===== src/selftest_defines.svh =====
`ifndef SELFTEST_DEFINES_SVH
`define SELFTEST_DEFINES_SVH
// Overview of operation
// [RULE1] self-test starts by itself after every reset release, no host action.
// [RULE2] fault indicator lit throughout the whole self-test sequence.
// [RULE3] chip phase lasts about 6 s; pass with no disc phase turns indicator off.
// [RULE4] disc present adds a 5 s read/write phase, about 11 s total. Code skips the disc phase after a failed chip phase.
// [RULE5] any detected error keeps the indicator lit after the test time.
// [RULE6] write-protected disc skips the disc phase; only the chip phase runs.
// [RULE7] chip phase checks loop chip, disc controller, RAM, ROM, interface adapter.
// [RULE8] disc phase writes then reads track 79, only with initialized disc present.
// [RULE9] host disc commands are held off until the result is shown.

// ------------------------------------------------------------
// timing
// ------------------------------------------------------------
`define ST_CLK_HZ 50000000
`define ST_CHIP_PHASE_S 6
`define ST_DISC_PHASE_S 5
// ------------------------------------------------------------
// chip test sequence
// ------------------------------------------------------------
`define ST_NUM_CHIPS 5
`define ST_CHIP_IDX_W 3
`define ST_CHIP_LOOP 3'h0
`define ST_CHIP_DISC_CTRL 3'h1
`define ST_CHIP_RAM 3'h2
`define ST_CHIP_ROM 3'h3
`define ST_CHIP_ADAPTER 3'h4
`define ST_SYSTEM_TRACK 7'h4F
`endif


===== src/selftest_pkg.sv =====
package selftest_pkg;
  typedef enum logic [2:0] {
    ST_IDLE = 3'h0,
    ST_CHIP = 3'h1,
    ST_WRITE = 3'h3,
    ST_READ = 3'h2,
    ST_HOLD = 3'h6,
    ST_DONE = 3'h7
  } st_state_t;

  // request to a unit under test and its answer
  typedef struct packed {
    logic valid;
    logic [2:0] unit;
  } chip_req_t;

  typedef struct packed {
    logic done;
    logic pass;
  } unit_rsp_t;

  typedef struct packed {
    logic present;
    logic initialized;
    logic write_prot;
  } disc_stat_t;

  typedef struct packed {
    logic write_req;
    logic read_req;
    logic [6:0] track;
  } disc_req_t;
endpackage : selftest_pkg


===== src/selftest_timer.sv =====
`timescale 1ns/1ps
`include "selftest_defines.svh"
module selftest_timer
  import selftest_pkg::*;
#(
  parameter int CNT_W = 32
) (
  input wire logic i_sys_clk,
  input wire logic i_nrst,
  input wire logic i_start,
  input wire logic [CNT_W-1:0] i_len,
  output logic o_expired
);
  logic [CNT_W-1:0] cnt_reg;
  logic run_reg;
  logic exp_reg;
  wire at_end = run_reg && (cnt_reg == i_len - {{(CNT_W-1){1'b0}}, 1'b1});

  always_ff @(posedge i_sys_clk) begin
    if (!i_nrst) begin
      cnt_reg <= '0;
      run_reg <= 1'b0;
      exp_reg <= 1'b0;
    end else if (i_start) begin
      cnt_reg <= '0;
      run_reg <= 1'b1;
      exp_reg <= 1'b0;
    end else if (at_end) begin
      run_reg <= 1'b0;
      exp_reg <= 1'b1;
    end else begin
      cnt_reg <= run_reg ? cnt_reg + 1'b1 : cnt_reg;
      exp_reg <= 1'b0;
    end
  end

  assign o_expired = exp_reg;
endmodule : selftest_timer


===== src/power_on_selftest_sequencer.sv =====
`timescale 1ns/1ps
`include "selftest_defines.svh"
module power_on_selftest_sequencer
  import selftest_pkg::*;
#(
  parameter int CLK_HZ = `ST_CLK_HZ,
  parameter int CHIP_PHASE_CYC = `ST_CHIP_PHASE_S * CLK_HZ,
  parameter int DISC_PHASE_CYC = `ST_DISC_PHASE_S * CLK_HZ
) (
  input wire logic i_sys_clk,
  input wire logic i_nrst,
  input wire disc_stat_t i_disc_stat,
  input wire unit_rsp_t i_chip_rsp,
  input wire unit_rsp_t i_disc_rsp,
  output chip_req_t o_chip_req,
  output disc_req_t o_disc_req,
  output logic o_fault_led,
  output logic o_selftest_busy,
  output logic o_selftest_failed,
  output logic o_host_cmd_enable
);
  // ------------------------------------------------------------
  // pin synchronisers
  // ------------------------------------------------------------
  disc_stat_t disc_meta_reg;
  disc_stat_t disc_sync_reg;
  unit_rsp_t chip_meta_reg;
  unit_rsp_t chip_sync_reg;
  unit_rsp_t dsk_meta_reg;
  unit_rsp_t dsk_sync_reg;

  always_ff @(posedge i_sys_clk) begin
    if (!i_nrst) begin
      disc_meta_reg <= '0;
      disc_sync_reg <= '0;
      chip_meta_reg <= '0;
      chip_sync_reg <= '0;
      dsk_meta_reg <= '0;
      dsk_sync_reg <= '0;
    end else begin
      disc_meta_reg <= i_disc_stat;
      disc_sync_reg <= disc_meta_reg;
      chip_meta_reg <= i_chip_rsp;
      chip_sync_reg <= chip_meta_reg;
      dsk_meta_reg <= i_disc_rsp;
      dsk_sync_reg <= dsk_meta_reg;
    end
  end

  // ------------------------------------------------------------
  // sequencer state
  // ------------------------------------------------------------
  st_state_t state_reg;
  st_state_t state_next;
  logic [`ST_CHIP_IDX_W-1:0] unit_reg;
  logic [`ST_CHIP_IDX_W-1:0] unit_next;
  logic fail_reg;
  logic fail_next;
  logic chips_done_reg;
  logic chips_done_next;
  logic disc_phase_reg;
  logic disc_phase_next;
  logic req_valid_reg;
  logic req_valid_next;
  logic wr_reg;
  logic wr_next;
  logic rd_reg;
  logic rd_next;
  logic led_reg;
  logic busy_reg;
  logic host_en_reg;
  logic tmr_start;
  logic [31:0] tmr_len;
  logic tmr_expired;

  // disc phase only for a present, initialized, writable disc
  wire disc_ok = disc_sync_reg.present && disc_sync_reg.initialized
                 && !disc_sync_reg.write_prot; // RULE6 RULE8
  wire last_unit = (unit_reg == 3'(`ST_NUM_CHIPS - 1));
  wire chip_ans = chip_sync_reg.done && !req_valid_reg;
  wire disc_ans = dsk_sync_reg.done && !wr_reg && !rd_reg;

  selftest_timer #(
    .CNT_W(32)
  ) u_phase_timer (
    .i_sys_clk(i_sys_clk),
    .i_nrst(i_nrst),
    .i_start(tmr_start),
    .i_len(tmr_len),
    .o_expired(tmr_expired)
  );

  // the timer compares against its length every cycle, so the length
  // follows the phase flag, not the state, which leaves idle at once
  assign tmr_len = disc_phase_reg ? 32'(DISC_PHASE_CYC) : 32'(CHIP_PHASE_CYC);

  // phases are paced by the timer so the indicator time is fixed even
  // when the units answer quickly; a unit that never answers is a failure
  always_comb begin
    state_next = state_reg;
    unit_next = unit_reg;
    fail_next = fail_reg;
    chips_done_next = chips_done_reg;
    disc_phase_next = disc_phase_reg;
    req_valid_next = 1'b0;
    wr_next = 1'b0;
    rd_next = 1'b0;
    tmr_start = 1'b0;
    case (state_reg)
      ST_IDLE: begin
        // runs straight out of reset, nothing from the host needed
        state_next = ST_CHIP; // RULE1
        tmr_start = 1'b1; // RULE3
        unit_next = `ST_CHIP_LOOP;
        req_valid_next = 1'b1;
      end
      ST_CHIP: begin
        // units in turn: loop chip, disc controller, RAM, ROM, adapter
        if (chip_ans && !chips_done_reg) begin // RULE7
          if (!chip_sync_reg.pass) begin
            fail_next = 1'b1; // RULE5
          end
          if (last_unit) begin
            chips_done_next = 1'b1;
          end else begin
            unit_next = unit_reg + 3'h1;
            req_valid_next = 1'b1;
          end
        end
        if (tmr_expired) begin
          if (!chips_done_reg && !(chip_ans && last_unit)) begin
            fail_next = 1'b1; // RULE5
          end
          // disc is judged at phase end; a failed chip phase skips it
          if (disc_ok && !fail_next) begin // RULE4 RULE6 RULE8
            state_next = ST_WRITE;
            disc_phase_next = 1'b1;
            tmr_start = 1'b1;
            wr_next = 1'b1;
          end else begin
            state_next = ST_DONE;
          end
        end
      end
      ST_WRITE: begin
        if (disc_ans) begin // RULE8
          if (!dsk_sync_reg.pass) begin
            fail_next = 1'b1;
            state_next = ST_HOLD;
          end else begin
            rd_next = 1'b1;
            state_next = ST_READ;
          end
        end else if (tmr_expired) begin
          fail_next = 1'b1;
          state_next = ST_DONE;
        end
      end
      ST_READ: begin
        if (disc_ans) begin
          fail_next = fail_reg | !dsk_sync_reg.pass; // RULE5
          state_next = ST_HOLD;
        end else if (tmr_expired) begin
          fail_next = 1'b1;
          state_next = ST_DONE;
        end
      end
      ST_HOLD: begin
        // wait out the disc phase so the total time stays about 11 s
        if (tmr_expired) begin // RULE4
          state_next = ST_DONE;
        end
      end
      ST_DONE: begin
        state_next = ST_DONE;
      end
      default: begin
        state_next = ST_IDLE;
      end
    endcase
  end

  always_ff @(posedge i_sys_clk) begin
    if (!i_nrst) begin
      state_reg <= ST_IDLE;
      unit_reg <= '0;
      fail_reg <= 1'b0;
      chips_done_reg <= 1'b0;
      disc_phase_reg <= 1'b0;
      req_valid_reg <= 1'b0;
      wr_reg <= 1'b0;
      rd_reg <= 1'b0;
    end else begin
      state_reg <= state_next;
      unit_reg <= unit_next;
      fail_reg <= fail_next;
      chips_done_reg <= chips_done_next;
      disc_phase_reg <= disc_phase_next;
      req_valid_reg <= req_valid_next;
      wr_reg <= wr_next;
      rd_reg <= rd_next;
    end
  end

  // ------------------------------------------------------------
  // indicator and host gating
  // ------------------------------------------------------------
  wire done_next = (state_next == ST_DONE);

  always_ff @(posedge i_sys_clk) begin
    if (!i_nrst) begin
      led_reg <= 1'b1; // RULE2
      busy_reg <= 1'b1;
      host_en_reg <= 1'b0;
    end else begin
      // lit while running, and stays lit on failure
      led_reg <= !done_next || fail_next; // RULE2 RULE3 RULE5
      busy_reg <= !done_next;
      host_en_reg <= done_next; // RULE9
    end
  end

  assign o_chip_req = '{valid: req_valid_reg, unit: unit_reg};
  assign o_disc_req = '{write_req: wr_reg, read_req: rd_reg, track: `ST_SYSTEM_TRACK};
  assign o_fault_led = led_reg;
  assign o_selftest_busy = busy_reg;
  assign o_selftest_failed = fail_reg;
  assign o_host_cmd_enable = host_en_reg;
endmodule : power_on_selftest_sequencer


===== config.mk =====
export PLATFORM = sky130hd
export DESIGN_NAME = power_on_selftest_sequencer
export DESIGN_NICKNAME = d
export VERILOG_FILES = /design/src/selftest_pkg.sv /design/src/selftest_timer.sv /design/src/power_on_selftest_sequencer.sv
export VERILOG_INCLUDE_DIRS = /design/src /design/src/src
export SDC_FILE = /design/constraint.sdc
export NUM_CORES = 1
export LEC_CHECK = 0
export ABC_AREA = 1
export BUFFER_PORTS_ARGS = -buffer_cell sky130_fd_sc_hd__clkbuf_2
export CAP_MARGIN = 30
export CORE_MARGIN = 10
export CORE_UTILIZATION = 40
export CTS_BUF_LIST = sky130_fd_sc_hd__clkbuf_4 sky130_fd_sc_hd__clkbuf_8 sky130_fd_sc_hd__clkbuf_16
export CTS_CLUSTER_SIZE = 10
export DETAILED_ROUTE_END_ITERATION = 12
export SETUP_SLACK_MARGIN = 0.1
export SYNTH_ARGS = -nofsm -noshare
export SYNTH_HDL_FRONTEND = slang
export SYNTH_SLANG_ARGS = --single-unit

===== constraint.sdc =====
create_clock -name i_sys_clk -period 5.7 [get_ports i_sys_clk]
set_clock_uncertainty 0.15 [all_clocks]
set_input_delay 0.57 -clock i_sys_clk [delete_from_list [all_inputs] [get_ports i_sys_clk]]
set_output_delay 0.57 -clock i_sys_clk [all_outputs]
set_load 0.01 [all_outputs]

==> flow_metrics.tcl, run 1 <==
set metrics [dict create \
    overflow 0 \
    core_um2 8760 \
    maxSlewHeadroom_pct 55.5 \
    clk_latency_ns 0.35 \
    drive_gt1_share_pct 10.7 \
    vias 3340 \
    yosysTopAreaCellShare_pct 35.0 \
    first_iter_violations 201 \
    numCtsBuffers 9 \
    ys_async_sr_fraction_pct 0 \
    path_cells "ha_1 > nand3_2 > nor2_4 > nand2_2 > nor2_4 > nand2_4 > nand2_8 > inv_1 > nor2_1 > nor2_1" \
    finalSetupViolCount 0 \
    critPathCaptureType "flip-flop" \
    antenna_found_initial 0 \
    port-buffer-count 18 \
    fp.dieArea_um2 13200 \
    groute.usage.overall_pct 13.7 \
    synth_cell_types 32 \
    clock-sinks 63 \
    cts_max_level 3 \
    ys_seq_area_share_pct 35.0 \
    post_cts_buffers 0 \
    r2r_setup_slack_ns 3.30 \
    hold_depth 3 \
    critPathLaunchType "flip-flop" \
    start_util_pct 41.1 \
    rr_worst_depth 10 \
    power_density_nw_per_um2 250 \
    cts-root-buf "clkbuf_8" \
    critical_path.slowest_cell "dfxtp_1" \
    tightest_slew_ns 0.667 \
    row_count 34 \
    holdBufCountCts 0 \
    postCtsResizedCells 0 \
    ios 26 \
    ir_drop_v 0.000163 \
    rsz0062_at_grt "no" \
    grt_max_degree 35 \
    r2r_end "u_phase_timer.cnt_reg[1]" \
    routedWlPerCell_um 12.4 \
    netlist_instances 571 \
    post-route-util_pct 45.2 \
    nets 594 \
    status "finished, final reports clean" \
    cts_tree "yes" \
    drc 0 \
    grt_pass1_vias 3126 \
    via_per_inst 4.81 \
    final_antenna_net_count 0 \
    grt_pass1_wl_um 14900 \
    dp.final_hpwl_um 6340 \
    hold_path_class "in -> reg" \
    startpoint "u_phase_timer.cnt_reg[0]" \
    synth_area_leaders "dfxtp_1, nand2_1, nor2_1, nand3_1, inv_1" \
    area.sequential_um2 1260 \
    period_needed_ns 2.40 \
    crit_end "u_phase_timer.cnt_reg[1]" \
    syn-cell-area_um2 3600 \
    slew_viol_final 0 \
    die_x_um 115 \
    timing.fmax_ghz 0.416 \
    die_h_um 115 \
    cp.arrival_ns 2.50 \
    required_ns 5.80 \
    fin_setup_tns_ns 0 \
    avgSynthCellArea_um2 6.31 \
    critPathMaxFanout 34 \
    netlist.top_cell.by_area "dfxtp_1" \
    cts_max_path_buffers 2 \
    hold_viol_final 0 \
    yosys_warnings 0 \
    drtPass1Iterations 4 \
    gp_congestion 0.880 \
    synth_top_flop_cell "dfxtp_1" \
    multi_input_area_um2 1930 \
    syn_to_final_growth_pct 9.93 \
    routed_wl_um 8650 \
    setup.worst_path.class "reg -> reg" \
    cap_violations 0 \
    largest_reg_flops 32 \
    leakage_uw 0.00155 \
    num_antenna_cells 0 \
    clk_pin_slew_worst_paths_ns 0.07 \
    reg2reg_from "u_phase_timer.cnt_reg[0]" \
    synth_edf_count 0 \
    fill_cells 945 \
    fin_crit_sh_pct 42.2 \
    ys_seq_elements 63 \
    cp_slowest_stage_delay_ns 0.45 \
]
cells by family (layout without fill, tap and decap cells):
group | after synthesis | after routing | synth area share, %
AOI/OAI and AO/OA | 53 | 53 | 8.57
xor gates and xnor gates | 11 | 11 | 2.67
adders and majority gates | 3 | 3 | 1.04
buffers and inverters | 95 | 106 | 12.1
DFF | 63 | 63 | 35.0
other | 2 | 7 | 0.208
and+or+nand+nor | 344 | 344 | 40.4
worst max-delay path, delay by kind of cell (launching register included):
family	cells	cell delay, ns
buffers and inverters	1	0.09
flip-flops	1	0.45
AND/OR/NAND/NOR	8	1.26
adder cells (fa/ha/maj)	1	0.33
cells in the final DEF (no fill, tap or decap):
| cell type | count |
|---|---|
| nand2_1 | 179 |
| nor2_1 | 81 |
| inv_1 | 69 |
| dfxtp_1 | 63 |
| nand3_1 | 59 |
| a21oi_1 | 26 |
| clkbuf_2 | 18 |
| o21ai_0 | 14 |
| nand2_2 | 11 |
| a21oi_2 | 10 |
| clkbuf_8 | 10 |
| xnor2_1 | 7 |
| conb_1 | 7 |
| nor3_1 | 4 |
| xor2_1 | 4 |
| ha_1 | 3 |
| bufinv_16 | 3 |
| nand4_1 | 2 |
| nor2_4 | 2 |
| clkinv_1 | 1 |
| o21bai_1 | 1 |
| nand3b_1 | 1 |
| nor2_2 | 1 |
| nand3_2 | 1 |
| nand2_4 | 1 |
| nand2_8 | 1 |
| a211oi_1 | 1 |
| a31oi_1 | 1 |
| and3_1 | 1 |
| clkinvlp_4 | 1 |
| inv_6 | 1 |
| clkinv_4 | 1 |
| buf_16 | 1 |
| buf_4 | 1 |
synth_stat cells, types with 2 or more instances:
cell,n
nand2_1,179
nor2_1,81
inv_1,69
dfxtp_1,63
nand3_1,59
a21oi_1,26
o21ai_0,14
buf_4,13
nand2_2,11
a21oi_2,10
xnor2_1,7
buf_2,4
nor3_1,4
xor2_1,4
buf_1,3
ha_1,3
buf_6,2
clkbuf_1,2
conb_1,2
nand4_1,2
nor2_4,2
metrics by stage:
step	hold slack (ns)	power, µW	instances	cell area (µm²)	setup WS (ns)
CTS	0.235	1000	695	3960	3.29
floorplan	0.240	501	576	3620	3.84
finish	0.246	990	695	3960	3.30
global placement	0.243	504	678	3680	3.20
detailed placement	0.245	507	679	3710	3.25
global route	0.253	1020	695	3960	3.10
final cells by class:
| cell class | instances | share of cell area, % |
|---|---|---|
| Clock buffer | 10 | 3.47 |
| Inverter | 70 | 6.63 |
| Multi-Input combinational cell | 418 | 48.6 |
| Clock inverter | 6 | 2.90 |
| Timing Repair Buffer | 20 | 3.16 |
| Sequential cell | 63 | 31.8 |
| Tap cell | 108 | 3.41 |
power by group:
part | internal [µW] | switching [µW]
combinational | 12.7 | 33.0
clock | 305 | 189
sequential | 448 | 3.68
routing by layer:
| metal | share of wire [%] | routed length (µm) | vias to the layer above | track usage, % |
|---|---|---|---|---|
| li1 | - | - | 1780 | - |
| met1 | 47 | 4060 | 1484 | 16.8 |
| met2 | 47 | 4060 | 59 | 22.3 |
| met3 | 3.9 | 340 | 17 | 3.70 |
| met4 | 2.1 | 182 | 0 | 5.20 |
| met5 | 0 | 0 | - | 0 |
how the worst min path moves through the flow:
stage	start	end	slack, ns
after floorplan	chip_meta_reg[0]	chip_sync_reg[0]	0.24
after global placement	dsk_meta_reg[0]	dsk_sync_reg[0]	0.24
after detailed placement	disc_meta_reg[0]	disc_sync_reg[0]	0.24
after CTS	i_disc_stat[0]	disc_meta_reg[0]	0.24
after global routing	i_chip_rsp[1]	chip_meta_reg[1]	0.25
final	i_disc_stat[0]	disc_meta_reg[0]	0.25
(Power assumes the default switching activity.)
==> inputs of run 2 (changes only) <==
- clock period: 5.7 -> 2.35 ns (I/O delays scaled with it)
==> run 2 against run 1 <==
Effect of this change: non-clock buffer count up 14; clock power up 140%; maximum frequency up 20%; highest routed layer unchanged; combinational power rose to 2.6 times the previous value; via count up 3.8%.
==> flow_metrics.tcl, run 2 (synthesis results as in run 1) <==
set metrics [dict create \
    die_x_um 115 \
    power_density_nw_per_um2 595 \
    rr_worst_depth 9 \
    overflow 0 \
    power.internal_uw 1870 \
    finalSetupViolCount 0 \
    final_cell_mix "nand2_1, nor2_1, inv_1, dfxtp_1, nand3_1" \
    timing.fmax_ghz 0.498 \
    core_um2 8760 \
    fin_crit_sh_pct 85.4 \
    multi_input_area_um2 1930 \
    clk_pin_slew_worst_paths_ns 0.08 \
    area.sequential_um2 1260 \
    grt_pass1_wl_um 15900 \
    post_cts_buffers 0 \
    final_antenna_net_count 0 \
    seqPwrFrac_pct 45.3 \
    fin_setup_tns_ns 0 \
    hold_viol_final 0 \
    via_per_inst 4.89 \
    hold_path_class "in -> reg" \
    clock-sinks 63 \
    cts_tree "yes" \
    die_h_um 115 \
    layout.cells.most_common "nand2_1" \
    gp_congestion 0.982 \
    finalPower_uw 2420 \
    fill_cells 916 \
    cts_max_path_buffers 2 \
    num_antenna_cells 0 \
    r2r_end "u_phase_timer.cnt_reg[29]" \
    hold_depth 3 \
    clk_latency_ns 0.34 \
    cp.arrival_ns 2.08 \
    vias 3468 \
    cts_max_level 3 \
    syn_to_final_growth_pct 12.9 \
    switching_share_pct 22.9 \
    routedWlPerCell_um 13.0 \
    leakage_uw 0.00161 \
    cts-root-buf "clkbuf_8" \
    hold_end "dsk_sync_reg[1]" \
    required_ns 2.43 \
    port-buffer-count 18 \
    drc 0 \
    critPathMaxFanout 30 \
    cap_violations 0 \
    row_count 34 \
    groute.usage.overall_pct 14.7 \
    fp.dieArea_um2 13200 \
    antenna_found_initial 0 \
    clkPwrFrac_pct 49.7 \
    power_switching_uw 555 \
    ir_drop_v 0.000457 \
    period_needed_ns 2.01 \
    drtPass1Iterations 4 \
    slew_viol_final 0 \
    dp.final_hpwl_um 6670 \
    reg2reg_from "u_phase_timer.cnt_reg[1]" \
    status "finished, final reports clean" \
    drive_gt1_share_pct 12.0 \
    first_iter_violations 277 \
    holdCritStartpoint "i_nrst" \
    ios 26 \
    critPathCaptureType "flip-flop" \
    largest_reg_flops 32 \
    pwr-share-comb_pct 5.0 \
    grt_pass1_vias 3343 \
    start_util_pct 41.1 \
    nets 608 \
    numCtsBuffers 9 \
    critPathLaunchType "flip-flop" \
    rsz0062_at_grt "no" \
    grt_max_degree 35 \
    setup.worst_path.class "reg -> reg" \
    r2r_setup_slack_ns 0.34 \
    routed_wl_um 9200 \
]
## run 2: cell types whose count changed in the layout (fill, tap and decap cells not counted), sizes merged
cell	delta
buf	+7
dlygate4sd3	+7
clkinv	+1
clkinvlp	-1
## run 2: critical path, cell delays in order (launching register included)
cell	delay (ns)
dfxtp_1	0.37
ha_1	0.29
nand3_2	0.16
nor2_4	0.16
nand2_2	0.08
nor2_4	0.13
nand2_4	0.08
buf_4	0.26
nand3_1	0.14
a21oi_2	0.05
## run 2: through the flow
stage	setup slack, ns	std cells	area, µm²	util [%]	hold WS, ns
after floorplan	0.486	576	3620	-	0.183
after global placement	0.312	686	3740	42.7	0.244
after detailed placement	0.277	686	3740	42.7	0.248
after CTS	0.248	709	4070	46.4	0.178
after global routing	0.134	709	4070	46.5	0.216
final	0.343	709	4070	46.5	0.179
## run 2: how the worst max path moves through the flow
stage | from | to | slack (ns) | cells after the start
3_5_place_dp | u_phase_timer.cnt_reg[0] | u_phase_timer.cnt_reg[29] | 0.28 | 9
3_3_place_gp | u_phase_timer.cnt_reg[0] | u_phase_timer.cnt_reg[29] | 0.31 | 9
6_report | u_phase_timer.cnt_reg[1] | u_phase_timer.cnt_reg[29] | 0.34 | 9
4_1_cts | u_phase_timer.cnt_reg[0] | u_phase_timer.cnt_reg[29] | 0.25 | 9
2_1_floorplan | u_phase_timer.cnt_reg[0] | u_phase_timer.cnt_reg[20] | 0.49 | 9
5_1_grt | u_phase_timer.cnt_reg[1] | u_phase_timer.cnt_reg[29] | 0.13 | 9
## run 2: what timing repair did
action | 4_1_cts | 5_1_grt
endpoints found under the hold margin | 7 | 0
gates resized for setup | 0 | 2
hold buffers | 7 | 0
endpoints found under the setup margin | 0 | 3
## run 2: power by group through the flow
stage	Clock (µW)	Combinational [µW]	Sequential, µW
after global routing	1290	139	1100
final	1200	121	1100
after global placement	0	112	1120
after detailed placement	0	114	1120
after floorplan	0	97.0	1120
after CTS	1230	123	1100
## run 2: layer usage
layer	vias to the layer above	part of all wire, %	GRT usage, %
li1	1797	-	-
met5	-	0	0
met3	15	5.6	4.11
met4	0	2.3	5.53
met2	91	47	23.8
met1	1565	45	18.1
## run 2: final cells by class
class                      instances  area share (%)
clock buffer                      10            3.38
multi-input combinational        418            47.4
timing repair buffer              34            5.59
inverter                          70            6.45
sequential                        63            31.0
tap                              108            3.32
clock inverter                     6            2.86
